File: config.mk
export PLATFORM = sky130hd
export DESIGN_NAME = mhbs_sequencer
export DESIGN_NICKNAME = d
export VERILOG_FILES = /design/src/logic/mhbs_pkg.sv /design/src/logic/mhbs_timer.sv /design/src/logic/mhbs_sequencer.sv
export VERILOG_INCLUDE_DIRS = /design/src /design/src/logic
export SDC_FILE = /design/constraint.sdc
export NUM_CORES = 1
export LEC_CHECK = 0
export ABC_AREA = 1
export BUFFER_PORTS_ARGS = -buffer_cell sky130_fd_sc_hd__buf_2
export CAP_MARGIN = 15
export CORE_MARGIN = 4
export CORE_UTILIZATION = 45
export DETAILED_ROUTE_END_ITERATION = 12
export PLACE_DENSITY = 0.7
export SETUP_SLACK_MARGIN = 0.4
export SLEW_MARGIN = 20
export SYNTH_ARGS = -nofsm -noshare
export SYNTH_HDL_FRONTEND = slang
export SYNTH_HIERARCHICAL = 1
export SYNTH_SLANG_ARGS = --single-unit
File: constraint.sdc
create_clock -name sys_clk -period 3.5 [get_ports sys_clk]
set_input_delay 0.175 -clock sys_clk [delete_from_list [all_inputs] [get_ports sys_clk]]
set_output_delay 0.175 -clock sys_clk [all_outputs]
set_load 0.05 [all_outputs]
File: src/logic/mhbs_defs.svh
// Constants for the motor holding brake sequencer: offsets, fields, reset values, timing
`ifndef MHBS_DEFS_SVH
`define MHBS_DEFS_SVH

// Clock and timer tick
`define MHBS_CLK_PERIOD_NS 20
`define MHBS_TICK_NS 1000000
`define MHBS_TMR_W 19

// Register byte offsets
`define MHBS_OFS_CTRL 8'h00
`define MHBS_OFS_MAGNET 8'h04
`define MHBS_OFS_OPEN 8'h08
`define MHBS_OFS_CLOSE 8'h0c
`define MHBS_OFS_THRESH 8'h10
`define MHBS_OFS_MONITOR 8'h14
`define MHBS_OFS_PULSE 8'h18
`define MHBS_OFS_START_FREQ 8'h1c
`define MHBS_OFS_MODE 8'h20
`define MHBS_OFS_BOOST 8'h24
`define MHBS_OFS_STATUS 8'h28

// Control register fields
`define MHBS_CTRL_SEL_LSB 0
`define MHBS_CTRL_SEL_MSB 1
`define MHBS_CTRL_FOPEN 2
`define MHBS_CTRL_FCLOSE 3
`define MHBS_CTRL_TSRC 4
`define MHBS_CTRL_W 5

// Brake function select codes
`define MHBS_SEL_OFF 2'h0
`define MHBS_SEL_SEQ 2'h1
`define MHBS_SEL_OPEN 2'h2
`define MHBS_SEL_LINK 2'h3

// Control mode limits
`define MHBS_MODE_UF_MAX 8'h03
`define MHBS_MODE_VEC_MIN 8'h14

// Reset values, times in milliseconds
`define MHBS_RST_CTRL 5'h00
`define MHBS_RST_MAGNET 19'h00000
`define MHBS_RST_OPEN 19'h00064
`define MHBS_RST_CLOSE 19'h00064
`define MHBS_RST_THRESH 16'h0014
`define MHBS_RST_MONITOR 19'h493e0
`define MHBS_RST_PULSE 19'h0000a
`define MHBS_RST_START_FREQ 16'h0000
`define MHBS_RST_MODE 8'h00
`define MHBS_RST_BOOST 16'h0000

`endif

File: src/logic/mhbs_pkg.sv
// Types for the motor holding brake sequencer
package mhbs_pkg;
  typedef enum logic [2:0] {
    MHBS_OFF = 3'b000,
    MHBS_MAGNETIZE = 3'b001,
    MHBS_OPENING = 3'b010,
    MHBS_RUN = 3'b011,
    MHBS_STOPPING = 3'b100,
    MHBS_CLOSING = 3'b101
  } mhbs_state_t;
endpackage

File: src/logic/mhbs_timer.sv
// Millisecond interval timer used for every delay of the brake sequence
`timescale 1ns/10ps
`include "mhbs_defs.svh"
module mhbs_timer (
  input wire logic sys_clk,
  input wire logic nrst,
  input wire logic tick,
  input wire logic run,
  input wire logic [`MHBS_TMR_W-1:0] limit,
  output logic expired
);
  logic [`MHBS_TMR_W:0] cnt_q;

  // Count ticks while running; dropping run restarts from zero
  always_ff @(posedge sys_clk) begin
    if (!nrst || !run) begin
      cnt_q <= '0;
    end else if (tick && !expired) begin
      cnt_q <= cnt_q + 1'b1;
    end
  end

  // Strictly above the limit, so the delay is never shorter than set
  assign expired = run && (cnt_q > {1'b0, limit});
endmodule

File: src/logic/mhbs_sequencer.sv
// Motor holding brake sequencer with Avalon-MM register slave
// Functional notes
// - Magnetize first, then open brake
// - Hold zero speed for opening delay, then ramp
// - Ramped or quick stop decelerates motor
// - Setpoint below threshold starts monitor timer
// - Actual speed below threshold starts pulse timer
// - First expiring standstill timer closes brake
// - Keep motor energized for closing delay
// - Coast stop or torque off closes immediately
// - Decode brake function select zero to three
// - Forced open input overrides sequence
// - Forced close input overrides sequence
// - Nonzero start frequency enables slip compensation
// - Vector mode torque from selectable source
// - Control mode picks boost or torque
`timescale 1ns/10ps
`include "mhbs_defs.svh"
module mhbs_sequencer #(
  parameter int TICK_CYCLES = `MHBS_TICK_NS / `MHBS_CLK_PERIOD_NS
) (
  input wire logic sys_clk,
  input wire logic nrst,
  input wire logic [7:0] avs_address,
  input wire logic avs_read,
  input wire logic avs_write,
  input wire logic [31:0] avs_writedata,
  output logic [31:0] avs_readdata,
  output logic avs_waitrequest,
  input wire logic run_cmd,
  input wire logic ramp_stop_cmd,
  input wire logic quick_stop_cmd,
  input wire logic coast_stop_cmd,
  input wire logic safe_torque_off,
  input wire logic forced_brake_open_input,
  input wire logic forced_brake_close_input,
  input wire logic [15:0] speed_setpoint,
  input wire logic [15:0] actual_speed,
  input wire logic [15:0] brake_start_torque_source,
  output logic brake_relay_open,
  output logic brake_interconnect_open,
  output logic motor_on,
  output logic magnetize,
  output logic hold_zero_speed,
  output logic ramp_enable,
  output logic ramp_down,
  output logic quick_ramp,
  output logic slip_comp_enable,
  output logic [15:0] slip_comp_value,
  output logic [15:0] voltage_boost,
  output logic [15:0] torque_setpoint
);
  localparam int T_MAG = 0;
  localparam int T_OPEN = 1;
  localparam int T_CLOSE = 2;
  localparam int T_MON = 3;
  localparam int T_PULSE = 4;
  localparam int N_TMR = 5;

  ////////////////////////////////////////////////////////////////////////////////
  // Registers
  logic [`MHBS_CTRL_W-1:0] ctrl_q;
  logic [`MHBS_TMR_W-1:0] magnetizing_time_q;
  logic [`MHBS_TMR_W-1:0] brake_open_delay_q;
  logic [`MHBS_TMR_W-1:0] brake_close_delay_q;
  logic [15:0] standstill_speed_threshold_q;
  logic [`MHBS_TMR_W-1:0] standstill_monitor_time_q;
  logic [`MHBS_TMR_W-1:0] pulse_removal_delay_q;
  logic [15:0] brake_start_frequency_q;
  logic [7:0] control_mode_select_q;
  logic [15:0] start_voltage_boost_q;
  logic ack_q;
  logic [31:0] rdata_q;
  mhbs_pkg::mhbs_state_t st_q;
  mhbs_pkg::mhbs_state_t st_d;
  logic open_cmd_q;
  logic [1:0] brake_function_select;
  logic wr_en;

  ////////////////////////////////////////////////////////////////////////////////
  // Avalon-MM slave: one wait cycle for every access
  assign avs_waitrequest = (avs_read || avs_write) && !ack_q;
  assign avs_readdata = rdata_q;
  assign wr_en = avs_write && ack_q;
  assign brake_function_select = ctrl_q[`MHBS_CTRL_SEL_MSB:`MHBS_CTRL_SEL_LSB];

  // Acknowledge toggles so back-to-back requests each get their wait cycle
  always_ff @(posedge sys_clk) begin
    if (!nrst) begin
      ack_q <= 1'b0;
    end else begin
      ack_q <= (avs_read || avs_write) && !ack_q;
    end
  end

  // Read data captured in the wait cycle, stands while waitrequest is low
  always_ff @(posedge sys_clk) begin
    if (!nrst) begin
      rdata_q <= 32'h0;
    end else if (avs_read && !ack_q) begin
      unique case (avs_address)
        `MHBS_OFS_CTRL: rdata_q <= {27'h0, ctrl_q};
        `MHBS_OFS_MAGNET: rdata_q <= {13'h0, magnetizing_time_q};
        `MHBS_OFS_OPEN: rdata_q <= {13'h0, brake_open_delay_q};
        `MHBS_OFS_CLOSE: rdata_q <= {13'h0, brake_close_delay_q};
        `MHBS_OFS_THRESH: rdata_q <= {16'h0, standstill_speed_threshold_q};
        `MHBS_OFS_MONITOR: rdata_q <= {13'h0, standstill_monitor_time_q};
        `MHBS_OFS_PULSE: rdata_q <= {13'h0, pulse_removal_delay_q};
        `MHBS_OFS_START_FREQ: rdata_q <= {16'h0, brake_start_frequency_q};
        `MHBS_OFS_MODE: rdata_q <= {24'h0, control_mode_select_q};
        `MHBS_OFS_BOOST: rdata_q <= {16'h0, start_voltage_boost_q};
        `MHBS_OFS_STATUS: rdata_q <= {27'h0, motor_on, open_cmd_q, st_q};
        default: rdata_q <= 32'h0; // Unmapped reads as zero
      endcase
    end
  end

  // Register writes land at the edge where waitrequest is low
  always_ff @(posedge sys_clk) begin
    if (!nrst) begin
      ctrl_q <= `MHBS_RST_CTRL;
      magnetizing_time_q <= `MHBS_RST_MAGNET;
      brake_open_delay_q <= `MHBS_RST_OPEN;
      brake_close_delay_q <= `MHBS_RST_CLOSE;
      standstill_speed_threshold_q <= `MHBS_RST_THRESH;
      standstill_monitor_time_q <= `MHBS_RST_MONITOR;
      pulse_removal_delay_q <= `MHBS_RST_PULSE;
      brake_start_frequency_q <= `MHBS_RST_START_FREQ;
      control_mode_select_q <= `MHBS_RST_MODE;
      start_voltage_boost_q <= `MHBS_RST_BOOST;
    end else if (wr_en) begin
      unique case (avs_address)
        `MHBS_OFS_CTRL: ctrl_q <= avs_writedata[`MHBS_CTRL_W-1:0];
        `MHBS_OFS_MAGNET: magnetizing_time_q <= avs_writedata[`MHBS_TMR_W-1:0];
        `MHBS_OFS_OPEN: brake_open_delay_q <= avs_writedata[`MHBS_TMR_W-1:0];
        `MHBS_OFS_CLOSE: brake_close_delay_q <= avs_writedata[`MHBS_TMR_W-1:0];
        `MHBS_OFS_THRESH: standstill_speed_threshold_q <= avs_writedata[15:0];
        `MHBS_OFS_MONITOR: standstill_monitor_time_q <= avs_writedata[`MHBS_TMR_W-1:0];
        `MHBS_OFS_PULSE: pulse_removal_delay_q <= avs_writedata[`MHBS_TMR_W-1:0];
        `MHBS_OFS_START_FREQ: brake_start_frequency_q <= avs_writedata[15:0];
        `MHBS_OFS_MODE: control_mode_select_q <= avs_writedata[7:0];
        `MHBS_OFS_BOOST: start_voltage_boost_q <= avs_writedata[15:0];
        default: ; // Status and unmapped words ignore writes
      endcase
    end
  end

  ////////////////////////////////////////////////////////////////////////////////
  // Safety pins: three stages, a change counts once stages two and three agree
  logic [1:0] pin_s1_q;
  logic [1:0] pin_s2_q;
  logic [1:0] pin_s3_q;
  logic [1:0] pin_q;
  logic kill;

  always_ff @(posedge sys_clk) begin
    if (!nrst) begin
      pin_s1_q <= 2'h0;
      pin_s2_q <= 2'h0;
      pin_s3_q <= 2'h0;
      pin_q <= 2'h0;
    end else begin
      pin_s1_q <= {safe_torque_off, coast_stop_cmd};
      pin_s2_q <= pin_s1_q;
      pin_s3_q <= pin_s2_q;
      pin_q <= (pin_s2_q & pin_s3_q) | (pin_q & (pin_s2_q ^ pin_s3_q));
    end
  end

  assign kill = |pin_q;

  ////////////////////////////////////////////////////////////////////////////////
  // Millisecond tick and the five sequence timers
  logic [15:0] div_q;
  logic tick;
  logic [N_TMR-1:0] tmr_run;
  logic [N_TMR-1:0] tmr_exp;
  logic [`MHBS_TMR_W-1:0] tmr_lim [N_TMR];
  logic sp_below_q;
  logic act_below_q;

  // Free-running divider gives the one-cycle tick enable
  always_ff @(posedge sys_clk) begin
    if (!nrst || tick) begin
      div_q <= 16'h0;
    end else begin
      div_q <= div_q + 16'h1;
    end
  end

  assign tick = (div_q == 16'(TICK_CYCLES - 1));

  // Each timer runs only in its own state, so leaving the state cancels it
  assign tmr_run[T_MAG] = (st_q == mhbs_pkg::MHBS_MAGNETIZE);
  assign tmr_run[T_OPEN] = (st_q == mhbs_pkg::MHBS_OPENING);
  assign tmr_run[T_CLOSE] = (st_q == mhbs_pkg::MHBS_CLOSING);
  assign tmr_run[T_MON] = (st_q == mhbs_pkg::MHBS_STOPPING) && sp_below_q;
  assign tmr_run[T_PULSE] = (st_q == mhbs_pkg::MHBS_STOPPING) && act_below_q;
  assign tmr_lim[T_MAG] = magnetizing_time_q;
  assign tmr_lim[T_OPEN] = brake_open_delay_q;
  assign tmr_lim[T_CLOSE] = brake_close_delay_q;
  assign tmr_lim[T_MON] = standstill_monitor_time_q;
  assign tmr_lim[T_PULSE] = pulse_removal_delay_q;

  for (genvar i = 0; i < N_TMR; i++) begin : g_tmr
    mhbs_timer u_tmr (
      .sys_clk(sys_clk),
      .nrst(nrst),
      .tick(tick),
      .run(tmr_run[i]),
      .limit(tmr_lim[i]),
      .expired(tmr_exp[i])
    );
  end

  // Standstill detection latches; once below, stays below until the stop ends
  always_ff @(posedge sys_clk) begin
    if (!nrst || st_q != mhbs_pkg::MHBS_STOPPING) begin
      sp_below_q <= 1'b0;
      act_below_q <= 1'b0;
    end else begin
      sp_below_q <= sp_below_q || (speed_setpoint < standstill_speed_threshold_q);
      act_below_q <= act_below_q || (actual_speed < standstill_speed_threshold_q);
    end
  end

  ////////////////////////////////////////////////////////////////////////////////
  // Sequence state machine
  logic stop_req;
  logic brake_seq;

  assign stop_req = !run_cmd || ramp_stop_cmd || quick_stop_cmd;
  // Select 0 and 2 skip the opening and closing delays: no sequenced brake
  assign brake_seq = (brake_function_select == `MHBS_SEL_SEQ) || (brake_function_select == `MHBS_SEL_LINK);

  always_comb begin
    st_d = st_q;
    unique case (st_q)
      mhbs_pkg::MHBS_OFF: begin
        if (run_cmd && !stop_req) begin
          st_d = mhbs_pkg::MHBS_MAGNETIZE;
        end
      end
      mhbs_pkg::MHBS_MAGNETIZE: begin
        if (stop_req) begin
          st_d = mhbs_pkg::MHBS_OFF;
        end else if (tmr_exp[T_MAG]) begin
          st_d = brake_seq ? mhbs_pkg::MHBS_OPENING : mhbs_pkg::MHBS_RUN;
        end
      end
      mhbs_pkg::MHBS_OPENING: begin
        if (stop_req) begin
          st_d = mhbs_pkg::MHBS_CLOSING;
        end else if (tmr_exp[T_OPEN]) begin
          st_d = mhbs_pkg::MHBS_RUN;
        end
      end
      mhbs_pkg::MHBS_RUN: begin
        if (stop_req) begin
          st_d = mhbs_pkg::MHBS_STOPPING;
        end
      end
      mhbs_pkg::MHBS_STOPPING: begin
        if (tmr_exp[T_MON] || tmr_exp[T_PULSE]) begin
          st_d = brake_seq ? mhbs_pkg::MHBS_CLOSING : mhbs_pkg::MHBS_OFF;
        end
      end
      mhbs_pkg::MHBS_CLOSING: begin
        if (tmr_exp[T_CLOSE]) begin
          st_d = mhbs_pkg::MHBS_OFF;
        end
      end
      default: st_d = mhbs_pkg::MHBS_OFF;
    endcase
    // Coast stop and torque off win over every state and drop every timer
    if (kill) begin
      st_d = mhbs_pkg::MHBS_OFF;
    end
  end

  always_ff @(posedge sys_clk) begin
    if (!nrst) begin
      st_q <= mhbs_pkg::MHBS_OFF;
    end else begin
      st_q <= st_d;
    end
  end

  ////////////////////////////////////////////////////////////////////////////////
  // Brake command: kill, then forced close, then forced open, then select code
  logic fclose;
  logic fopen;
  logic seq_open;
  logic open_cmd_d;

  assign fclose = forced_brake_close_input || ctrl_q[`MHBS_CTRL_FCLOSE];
  assign fopen = forced_brake_open_input || ctrl_q[`MHBS_CTRL_FOPEN];
  assign seq_open = brake_seq && (st_d == mhbs_pkg::MHBS_OPENING || st_d == mhbs_pkg::MHBS_RUN
                    || st_d == mhbs_pkg::MHBS_STOPPING);

  always_comb begin
    if (kill || fclose) begin
      open_cmd_d = 1'b0;
    end else if (fopen || brake_function_select == `MHBS_SEL_OPEN) begin
      open_cmd_d = 1'b1;
    end else begin
      open_cmd_d = seq_open;
    end
  end

  // Select 3 routes the command to the interconnect instead of the relay
  always_ff @(posedge sys_clk) begin
    if (!nrst) begin
      open_cmd_q <= 1'b0;
      brake_relay_open <= 1'b0;
      brake_interconnect_open <= 1'b0;
    end else begin
      open_cmd_q <= open_cmd_d;
      brake_relay_open <= open_cmd_d && (brake_function_select != `MHBS_SEL_LINK);
      brake_interconnect_open <= open_cmd_d && (brake_function_select == `MHBS_SEL_LINK);
    end
  end

  ////////////////////////////////////////////////////////////////////////////////
  // Drive-side outputs follow the next state so they line up with the brake
  logic uf_mode;
  logic vec_mode;
  logic starting;

  assign uf_mode = control_mode_select_q <= `MHBS_MODE_UF_MAX;
  assign vec_mode = control_mode_select_q >= `MHBS_MODE_VEC_MIN;
  assign starting = (st_d == mhbs_pkg::MHBS_OPENING);

  always_ff @(posedge sys_clk) begin
    if (!nrst) begin
      motor_on <= 1'b0;
      magnetize <= 1'b0;
      hold_zero_speed <= 1'b0;
      ramp_enable <= 1'b0;
      ramp_down <= 1'b0;
      quick_ramp <= 1'b0;
    end else begin
      motor_on <= (st_d != mhbs_pkg::MHBS_OFF);
      magnetize <= (st_d == mhbs_pkg::MHBS_MAGNETIZE);
      hold_zero_speed <= (st_d == mhbs_pkg::MHBS_OPENING) || (st_d == mhbs_pkg::MHBS_CLOSING);
      ramp_enable <= (st_d == mhbs_pkg::MHBS_RUN);
      ramp_down <= (st_d == mhbs_pkg::MHBS_STOPPING);
      quick_ramp <= (st_d == mhbs_pkg::MHBS_STOPPING) && quick_stop_cmd;
    end
  end

  // Start boost by control mode; unconnected torque source reads as zero
  always_ff @(posedge sys_clk) begin
    if (!nrst) begin
      slip_comp_enable <= 1'b0;
      slip_comp_value <= 16'h0;
      voltage_boost <= 16'h0;
      torque_setpoint <= 16'h0;
    end else begin
      slip_comp_enable <= (brake_start_frequency_q != 16'h0);
      slip_comp_value <= (starting && uf_mode) ? brake_start_frequency_q : 16'h0;
      voltage_boost <= (starting && uf_mode) ? start_voltage_boost_q : 16'h0;
      torque_setpoint <= (starting && vec_mode && ctrl_q[`MHBS_CTRL_TSRC]) ? brake_start_torque_source : 16'h0;
    end
  end

  ////////////////////////////////////////////////////////////////////////////////
  // Checks
  a_no_open_magnet: assert property (@(posedge sys_clk) disable iff (!nrst)
    magnetize && !$past(fopen) && $past(brake_function_select) != `MHBS_SEL_OPEN
    |-> !brake_relay_open && !brake_interconnect_open)
    else $error("brake opened during magnetizing");

  a_open_after_magnet: assert property (@(posedge sys_clk) disable iff (!nrst)
    st_q == mhbs_pkg::MHBS_MAGNETIZE && tmr_exp[T_MAG] && !stop_req && !kill && !fclose && brake_seq
    |=> st_q == mhbs_pkg::MHBS_OPENING && open_cmd_q)
    else $error("brake not opened after magnetizing");

  a_hold_then_ramp: assert property (@(posedge sys_clk) disable iff (!nrst)
    st_q == mhbs_pkg::MHBS_OPENING |-> hold_zero_speed && !ramp_enable)
    else $error("ramp released during opening delay");

  a_stop_decel: assert property (@(posedge sys_clk) disable iff (!nrst)
    st_q == mhbs_pkg::MHBS_RUN && stop_req && !kill |=> ramp_down && motor_on)
    else $error("stop did not decelerate");

  a_monitor_start: assert property (@(posedge sys_clk) disable iff (!nrst)
    st_q == mhbs_pkg::MHBS_STOPPING && speed_setpoint < standstill_speed_threshold_q && !kill
    && !tmr_exp[T_PULSE] && !tmr_exp[T_MON] |=> tmr_run[T_MON])
    else $error("monitor timer not started");

  a_pulse_start: assert property (@(posedge sys_clk) disable iff (!nrst)
    st_q == mhbs_pkg::MHBS_STOPPING && actual_speed < standstill_speed_threshold_q && !kill
    && !tmr_exp[T_MON] && !tmr_exp[T_PULSE] |=> tmr_run[T_PULSE])
    else $error("pulse removal timer not started");

  a_close_first_timer: assert property (@(posedge sys_clk) disable iff (!nrst)
    st_q == mhbs_pkg::MHBS_STOPPING && (tmr_exp[T_MON] || tmr_exp[T_PULSE]) && !fopen
    && brake_function_select != `MHBS_SEL_OPEN |=> !open_cmd_q)
    else $error("brake not closed at standstill");

  a_energized_closing: assert property (@(posedge sys_clk) disable iff (!nrst)
    $rose(st_q == mhbs_pkg::MHBS_CLOSING) && !kill |=> motor_on && hold_zero_speed)
    else $error("motor dropped during closing delay");

  a_kill_closes: assert property (@(posedge sys_clk) disable iff (!nrst)
    kill |=> !open_cmd_q && !brake_relay_open && !motor_on && st_q == mhbs_pkg::MHBS_OFF)
    else $error("coast stop did not close brake");

  a_kill_timers: assert property (@(posedge sys_clk) disable iff (!nrst)
    kill |=> tmr_run == '0)
    else $error("timer still running after coast stop");

  a_select_open: assert property (@(posedge sys_clk) disable iff (!nrst)
    brake_function_select == `MHBS_SEL_OPEN && !kill && !fclose |=> brake_relay_open)
    else $error("permanent open not applied");

  a_forced_open: assert property (@(posedge sys_clk) disable iff (!nrst)
    forced_brake_open_input && !kill && !fclose |=> open_cmd_q)
    else $error("forced open ignored");

  a_forced_close: assert property (@(posedge sys_clk) disable iff (!nrst)
    fclose |=> !brake_relay_open && !brake_interconnect_open)
    else $error("forced close ignored");

  a_slip_enable: assert property (@(posedge sys_clk) disable iff (!nrst)
    ##1 slip_comp_enable == ($past(brake_start_frequency_q) != 16'h0))
    else $error("slip compensation enable wrong");
endmodule

======== Yosys cells after proc, flatten, opt, wreduce, memory -nomap -nowiden ========
Cells that the tools add are included.
cells by class
  add/sub/neg operators ................... 6
  order comparisons ....................... 9
  equality and inequality tests ........... 26
  muxes and demuxes ....................... 15
  bitwise logic cells ..................... 4
  reductions and logical operators ........ 75
operators with widths
  operator                                                               number
  19-bit one-hot mux with 11 select lines                                1
  20-bit by 1-bit adder with 20-bit output, second input constant        5
  20-bit by 19-bit > comparator with 1-bit output                        5
  8-bit by 5-bit equality test with 1-bit output, second input constant  4
  16-bit less-than comparator                                            2
  3-bit 2-to-1 mux                                                       10
  8-bit by 6-bit equality test with 1-bit output, second input constant  3
  2-bit AND reduction                                                    12
  1-bit logical AND                                                      23
  1-bit logical OR                                                       21
  3-bit one-hot mux with 6 select lines                                  1
  16-bit by 1-bit adder with 16-bit output, second input constant        1
  16-bit equality test, second input constant                            1
  8-bit by 4-bit equality test with 1-bit output, second input constant  2
  16-bit nonzero test                                                    1
  1-bit logical NOT                                                      14
  3-bit by 2-bit equality test with 1-bit output, second input constant  4
  3-bit equality test, second input constant                             4
  8-bit by 3-bit equality test with 1-bit output, second input constant  1
  8-bit by 5-bit >= comparator with 1-bit output, second input constant  1
  8-bit by 2-bit <= comparator with 1-bit output, second input constant  1
  8-bit logical NOT                                                      1
  3-bit by 1-bit equality test with 1-bit output, second input constant  2
  2-bit AND                                                              2
  other kinds (10)                                                       13
word-level totals
  register bits after elaboration ......... 376
  input bits .............................. 99
  output and inout port bits .............. 90
  word-level logic and storage cells ...... 173

======== Longest topological paths before layout ========
  word-level depth ........................ 15
  mapped depth ............................ 25
  depth with buffers taken out ............ 24

======== Hierarchy ========
The synthesis kept the hierarchy.
modules (own cells, without submodules)
  module                           times used  cells each  area an instance (µm²)  seq. area each (µm²)
  mhbs_sequencer                   1           1501        11125.7                 5265.0
  mhbs_timer (g_tmr[0].u_tmr ...)  4           276         1691.6                  400.4
  mhbs_timer (g_tmr[4].u_tmr)      1           270         1719.1                  400.4

======== Least setup slack after synthesis ========
Ideal clock, no wire load.
  path type ............................... register to register
  start ................................... reg div_q[0]
  end ..................................... reg g_tmr[0].u_tmr.cnt_q[15]
  library setup time ...................... 113 ps
  arrival time ............................ 2354 ps
  required time ........................... 3387 ps
  slack ................................... 1034 ps
  cell stages (with the launch flop) ...... 17
  buffers on the path ..................... 1
  period minus slack after synthesis ...... 2466 ps
  path through ............................ dfxtp_1 > ha_1 > nand2_1 > inv_1 > nand2_1 > or2_2 > nor2_1 > buf_4 > inv_2 > nor2_4 > nand3_4 > nor3_4 > nand2_2 > nor2_4 > nand2_2 > nor2_1 > nor2_1
on the way
  word-level cells in the longest chain between the ends .. 2
ends and longest elaborated chain
  item                    RTL line               RTL
  start, declared         mhbs_sequencer.sv:174  logic [15:0] div_q;
  start signal, assigned  mhbs_sequencer.sv:187  div_q <= div_q + 16'h1;
  16-bit equality test    mhbs_sequencer.sv:191  assign tick = (div_q == 16'(TICK_CYCLES - 1));
  net tick                mhbs_sequencer.sv:175  logic tick;
  1-bit logical AND       mhbs_timer.sv:18       end else if (tick && !expired) begin
  end signal, assigned    mhbs_timer.sv:19       cnt_q <= cnt_q + 1'b1;
  end, declared           mhbs_timer.sv:12       logic [`MHBS_TMR_W:0] cnt_q;
The timed path passes the listed nets, and every way through them passes these cells.
A chain may end at the register's enable or synchronous reset.

======== Worst setup path after layout ========
  start ................................... reg g_tmr[4].u_tmr.cnt_q[5]
  end ..................................... reg torque_setpoint[2]
on the way
  word-level cells in the longest chain between the ends .. 10
ends and longest elaborated chain
  item                                             RTL line               RTL
  start, declared                                  mhbs_timer.sv:12
  start signal, assigned                           mhbs_timer.sv:19
  20-bit by 19-bit > comparator with 1-bit output  mhbs_timer.sv:24       assign expired = run && (cnt_q > {1'b0, limit});
  1-bit logical AND                                mhbs_timer.sv:24
  net tmr_exp[4]                                   mhbs_sequencer.sv:177  logic [N_TMR-1:0] tmr_exp;
  1-bit logical OR                                 mhbs_sequencer.sv:264  if (tmr_exp[T_MON] || tmr_exp[T_PULSE]) begin
  3-bit 2-to-1 mux                                 mhbs_sequencer.sv:264
  3-bit one-hot mux with 6 select lines            mhbs_sequencer.sv:238  unique case (st_q)
  3-bit 2-to-1 mux                                 mhbs_sequencer.sv:276  if (kill) begin
  3-bit by 2-bit equality test with 1-bit output   mhbs_sequencer.sv:332  assign starting = (st_d == mhbs_pkg::MHBS_OPENING);
  1-bit logical AND (2 in a row)                   mhbs_sequencer.sv:363  torque_setpoint <= (starting && vec_mode && ctrl_q[`MHBS_CTRL_TSRC]) ? brake_start_torque_source : 16'h0;
  2-bit AND reduction (no line)                    -
  end signal, assigned                             mhbs_sequencer.sv:363
  end, declared                                    mhbs_sequencer.sv:51   output logic [15:0] torque_setpoint
The timed path passes the listed nets, and every way through them passes these cells.

==> run metrics <==
first-pass GRT wire length 90400 um; CTS H-Tree Depth 2; Peak VDD IR 334 uV; per-cell routed wire length 15.8 um; Place WS 0.458 ns; Final Cycle Share 82.8%; final hold violation count 0; TritonCTS Sinks 363; CTS root buf clkbuf_16; setup ws final 0.601 ns; Req. time, crit path 3.99 ns; Total Wirelength 57700 um; Rows 76; Cells after Synth 2875; CTS buffer count 39; max cap viols 0; RSZ-0062 raised after global routing false; IO buf count 162; Clock Latency Late Sink 0.55 ns; diodes inserted 0; CP endpoint torque_setpoint[2]; placed cells 3546; Post-synth EDFFs 0; count leader, synth nand2_1; Sequential Area 0.00727 sq mm; startpoint types flip-flop; critical path type reg2reg; Critical Path AT 3.39 ns; Starting Density 45.5%; Fin Setup TNS 0 ns; RR Endpoint torque_setpoint[2]; Reg2Reg Setup Slack 0.60 ns; main flop type after synthesis dfxtp_1; Least-Margin Pin Slew 1.10 ns; Distinct cells, synth 47; min-delay worst type in2reg; clock buffer depth 3; post-synthesis compound-gate area fraction 11.9%; Synth top area share 37.1%; mux cell area share after synthesis 0%; drt first pass iters 6; FF+latch count, synth 363; # IOs 189; Final Max Slew Viols 0; Ys Warns 6; multi-input logic area 0.0102 sq mm; fillers 4145; Total GRT Usage 23.6%; Final setup violation count 0; Die ar. 0.0470 sq mm; Final nets 3259; initial DRC count 1594; Max Fanout on Critical Path 11; Final ANT Viol Nets 0; Seq/Total Area, Yosys 37.1%; Tmin final 2.90 ns; post-DR vias/cell 5.13; Synth area leaders dfxtp_1 (37%), nand2_1 (12%), nor2_1 (8.8%); initial antenna violation count 3; ys async rst share 0%; largest net degree at the start of global routing 80; largest family of logic cells by synthesized area simple AND/OR/NAND/NOR gates; Placeable Area 0.0431 sq mm; leakage power 9.77 nW; RD Place Congestion 0.925; Die X 217 um; DR vias 18.7k; Post-DP HPWL 42800 um; synthesized area per cell 6.82 sq um; ratio of cells with drive above 1 in the final layout 11.8%; XOR/XNOR Fraction of Synth Area 0.759%; fin util 52.2%; clock skew 0.0214 ns; Critical path origin g_tmr[4].u_tmr/cnt_q[5]; status finished clean; Fmax 345 MHz; DRC errors left 0; reg2reg start g_tmr[4].u_tmr/cnt_q[5]; Commonest cells post-synth nand2_1 (637), nor2_1 (459), inv_1 (395), dfxtp_1 (363), a21oi_1 (226); max_slew headroom 26.4%; R2R cell count 21; synthesis-to-layout area growth 14.6%; Congestion Overflow GR 0; Synth Area in Simple Gates 30.7%; adder-cell share of the synthesized area 8.49%; Die Height 217 um; CP Capture Type flip-flop; Synth area leader dfxtp_1; Worst-path clk slew 0.06 ns; Non-Filler Instances 3642; Mapped Area 0.0196 sq mm; number of global-route vias before repair 17.9k; clock tree from TritonCTS built; PwrDens 402 mW/mm^2
==> worst min path at each step <==
stage / cells after the start / to / slack, ns / start
after global placement: 3 / pin_s1_q[0] / 0.36 / coast_stop_cmd
after global routing: 3 / standstill_monitor_time_q[18] / 0.02 / avs_writedata[18]
after detailed placement: 3 / pin_s1_q[1] / 0.36 / safe_torque_off
final: 3 / standstill_monitor_time_q[18] / 0.03 / avs_writedata[18]
after CTS: 3 / standstill_monitor_time_q[18] / 0.002 / avs_writedata[18]
after floorplan: 2 / pin_s1_q[0] / 0.27 / coast_stop_cmd
==> worst max-delay path: stages, from the launching register on <==
cell and delay [ns]:
dfxtp_1 0.48, ha_1 0.30, nand2_1 0.06, nand2_1 0.04
nand2_1 0.05, nand2_1 0.04, nand2_1 0.05, nand2_1 0.07
nand2_1 0.07, nand3_2 0.09, nand2_4 0.07, inv_1 0.08
nor2_2 0.25, inv_1 0.06, nand3_1 0.10, nand2_2 0.07
o21ai_2 0.20, nand3_2 0.13, inv_2 0.18, nand3b_4 0.16
buf_12 0.20, nor2_1 0.08
==> cells in the final DEF, fill, tap and decap left out, types with 4 or more instances in the layout <==
| cell | synthesis | routed |
|---|---|---|
| inv_1 | 395 | 395 |
| dfxtp_1 | 363 | 363 |
| nor2_4 | 24 | 25 |
| nor2_2 | 13 | 14 |
| buf_4 | 19 | 17 |
| nand3_2 | 15 | 15 |
| nor4_1 | 16 | 16 |
| inv_2 | 19 | 19 |
| o211ai_1 | 7 | 7 |
| nor3b_1 | 4 | 4 |
| clkbuf_8 | 0 | 11 |
| ha_1 | 133 | 133 |
| nand4_1 | 8 | 8 |
| nor3_4 | 5 | 5 |
| clkbuf_16 | 0 | 40 |
| o21ai_0 | 194 | 194 |
| clkinv_2 | 1 | 6 |
| conb_1 | 1 | 13 |
| buf_2 | 25 | 161 |
| nor2_1 | 459 | 457 |
| nor3_2 | 5 | 5 |
| xnor2_1 | 6 | 6 |
| nand2_2 | 18 | 17 |
| nand3b_1 | 6 | 6 |
| a21oi_1 | 226 | 226 |
| nor3_1 | 24 | 24 |
| nand3_1 | 135 | 135 |
| nand3_4 | 4 | 4 |
| dlygate4sd3_1 | 0 | 24 |
| nand2_1 | 637 | 637 |
| clkinv_1 | 7 | 7 |
| clkbuf_1 | 46 | 4 |
| bufinv_16 | 0 | 6 |
| o21ai_1 | 10 | 10 |
| xor2_1 | 11 | 11 |
| a21boi_1 | 5 | 5 |
==> timing repair <==
item	in CTS	in global routing
hold endpoints to repair	24	0
setup endpoints to repair	0	48
setup buffers	0	1
hold buffers	24	0
resized for setup	0	2
==> where the power goes <==
group / switching, W / internal, W
logic: 0.000247 / 0.000106
clock network: 0.00176 / 0.00278
registers: 0.00000659 / 0.00414
==> final cells by class <==
| type | instances | share of cell area, % |
|---|---|---|
| multi-input cells | 1996 | 45.5 |
| clock inverters | 16 | 1.13 |
| repair buffers | 205 | 5.49 |
| well taps | 585 | 3.26 |
| flip-flops and latches | 363 | 32.3 |
| inverters | 422 | 7.05 |
| clock buffers | 55 | 5.20 |
==> routing by layer <==
metal,track usage (%),wire [um],vias to the layer above
met1,29.7,24000,8600
met3,4.91,4590,130
met4,7.70,1830,2
met2,40.6,27200,603
li1,-,-,9358
met5,0,11,-
==> through the flow <==
step	hold slack, ns	power (W)	area, sq um
floorplan	0.273	0.00443	19700
global placement	0.357	0.00455	20800
CTS	0.00181	0.00908	22400
detailed placement	0.359	0.00456	20800
finish	0.0345	0.00904	22500
global route	0.0151	0.00930	22500
==> sequential cells by signal, indices dropped and copies added (netlist names), 19 cells and up <==
signal,cells
avs_readdata,19
brake_close_delay_q,19
brake_open_delay_q,19
g_tmr.u_tmr/cnt_q,100
magnetizing_time_q,19
pulse_removal_delay_q,19
standstill_monitor_time_q,19
==> kinds of logic after synthesis <==
| kind of cell | after synthesis |
|---|---|
| adders and majority gates | 133 |
| and+or+nand+nor | 1379 |
| buffers and inverters | 528 |
| DFF | 363 |
| xor gates and xnor gates | 17 |
| other | 1 |
| AOI/OAI and AO/OA | 454 |
(Power assumes the default switching activity.)
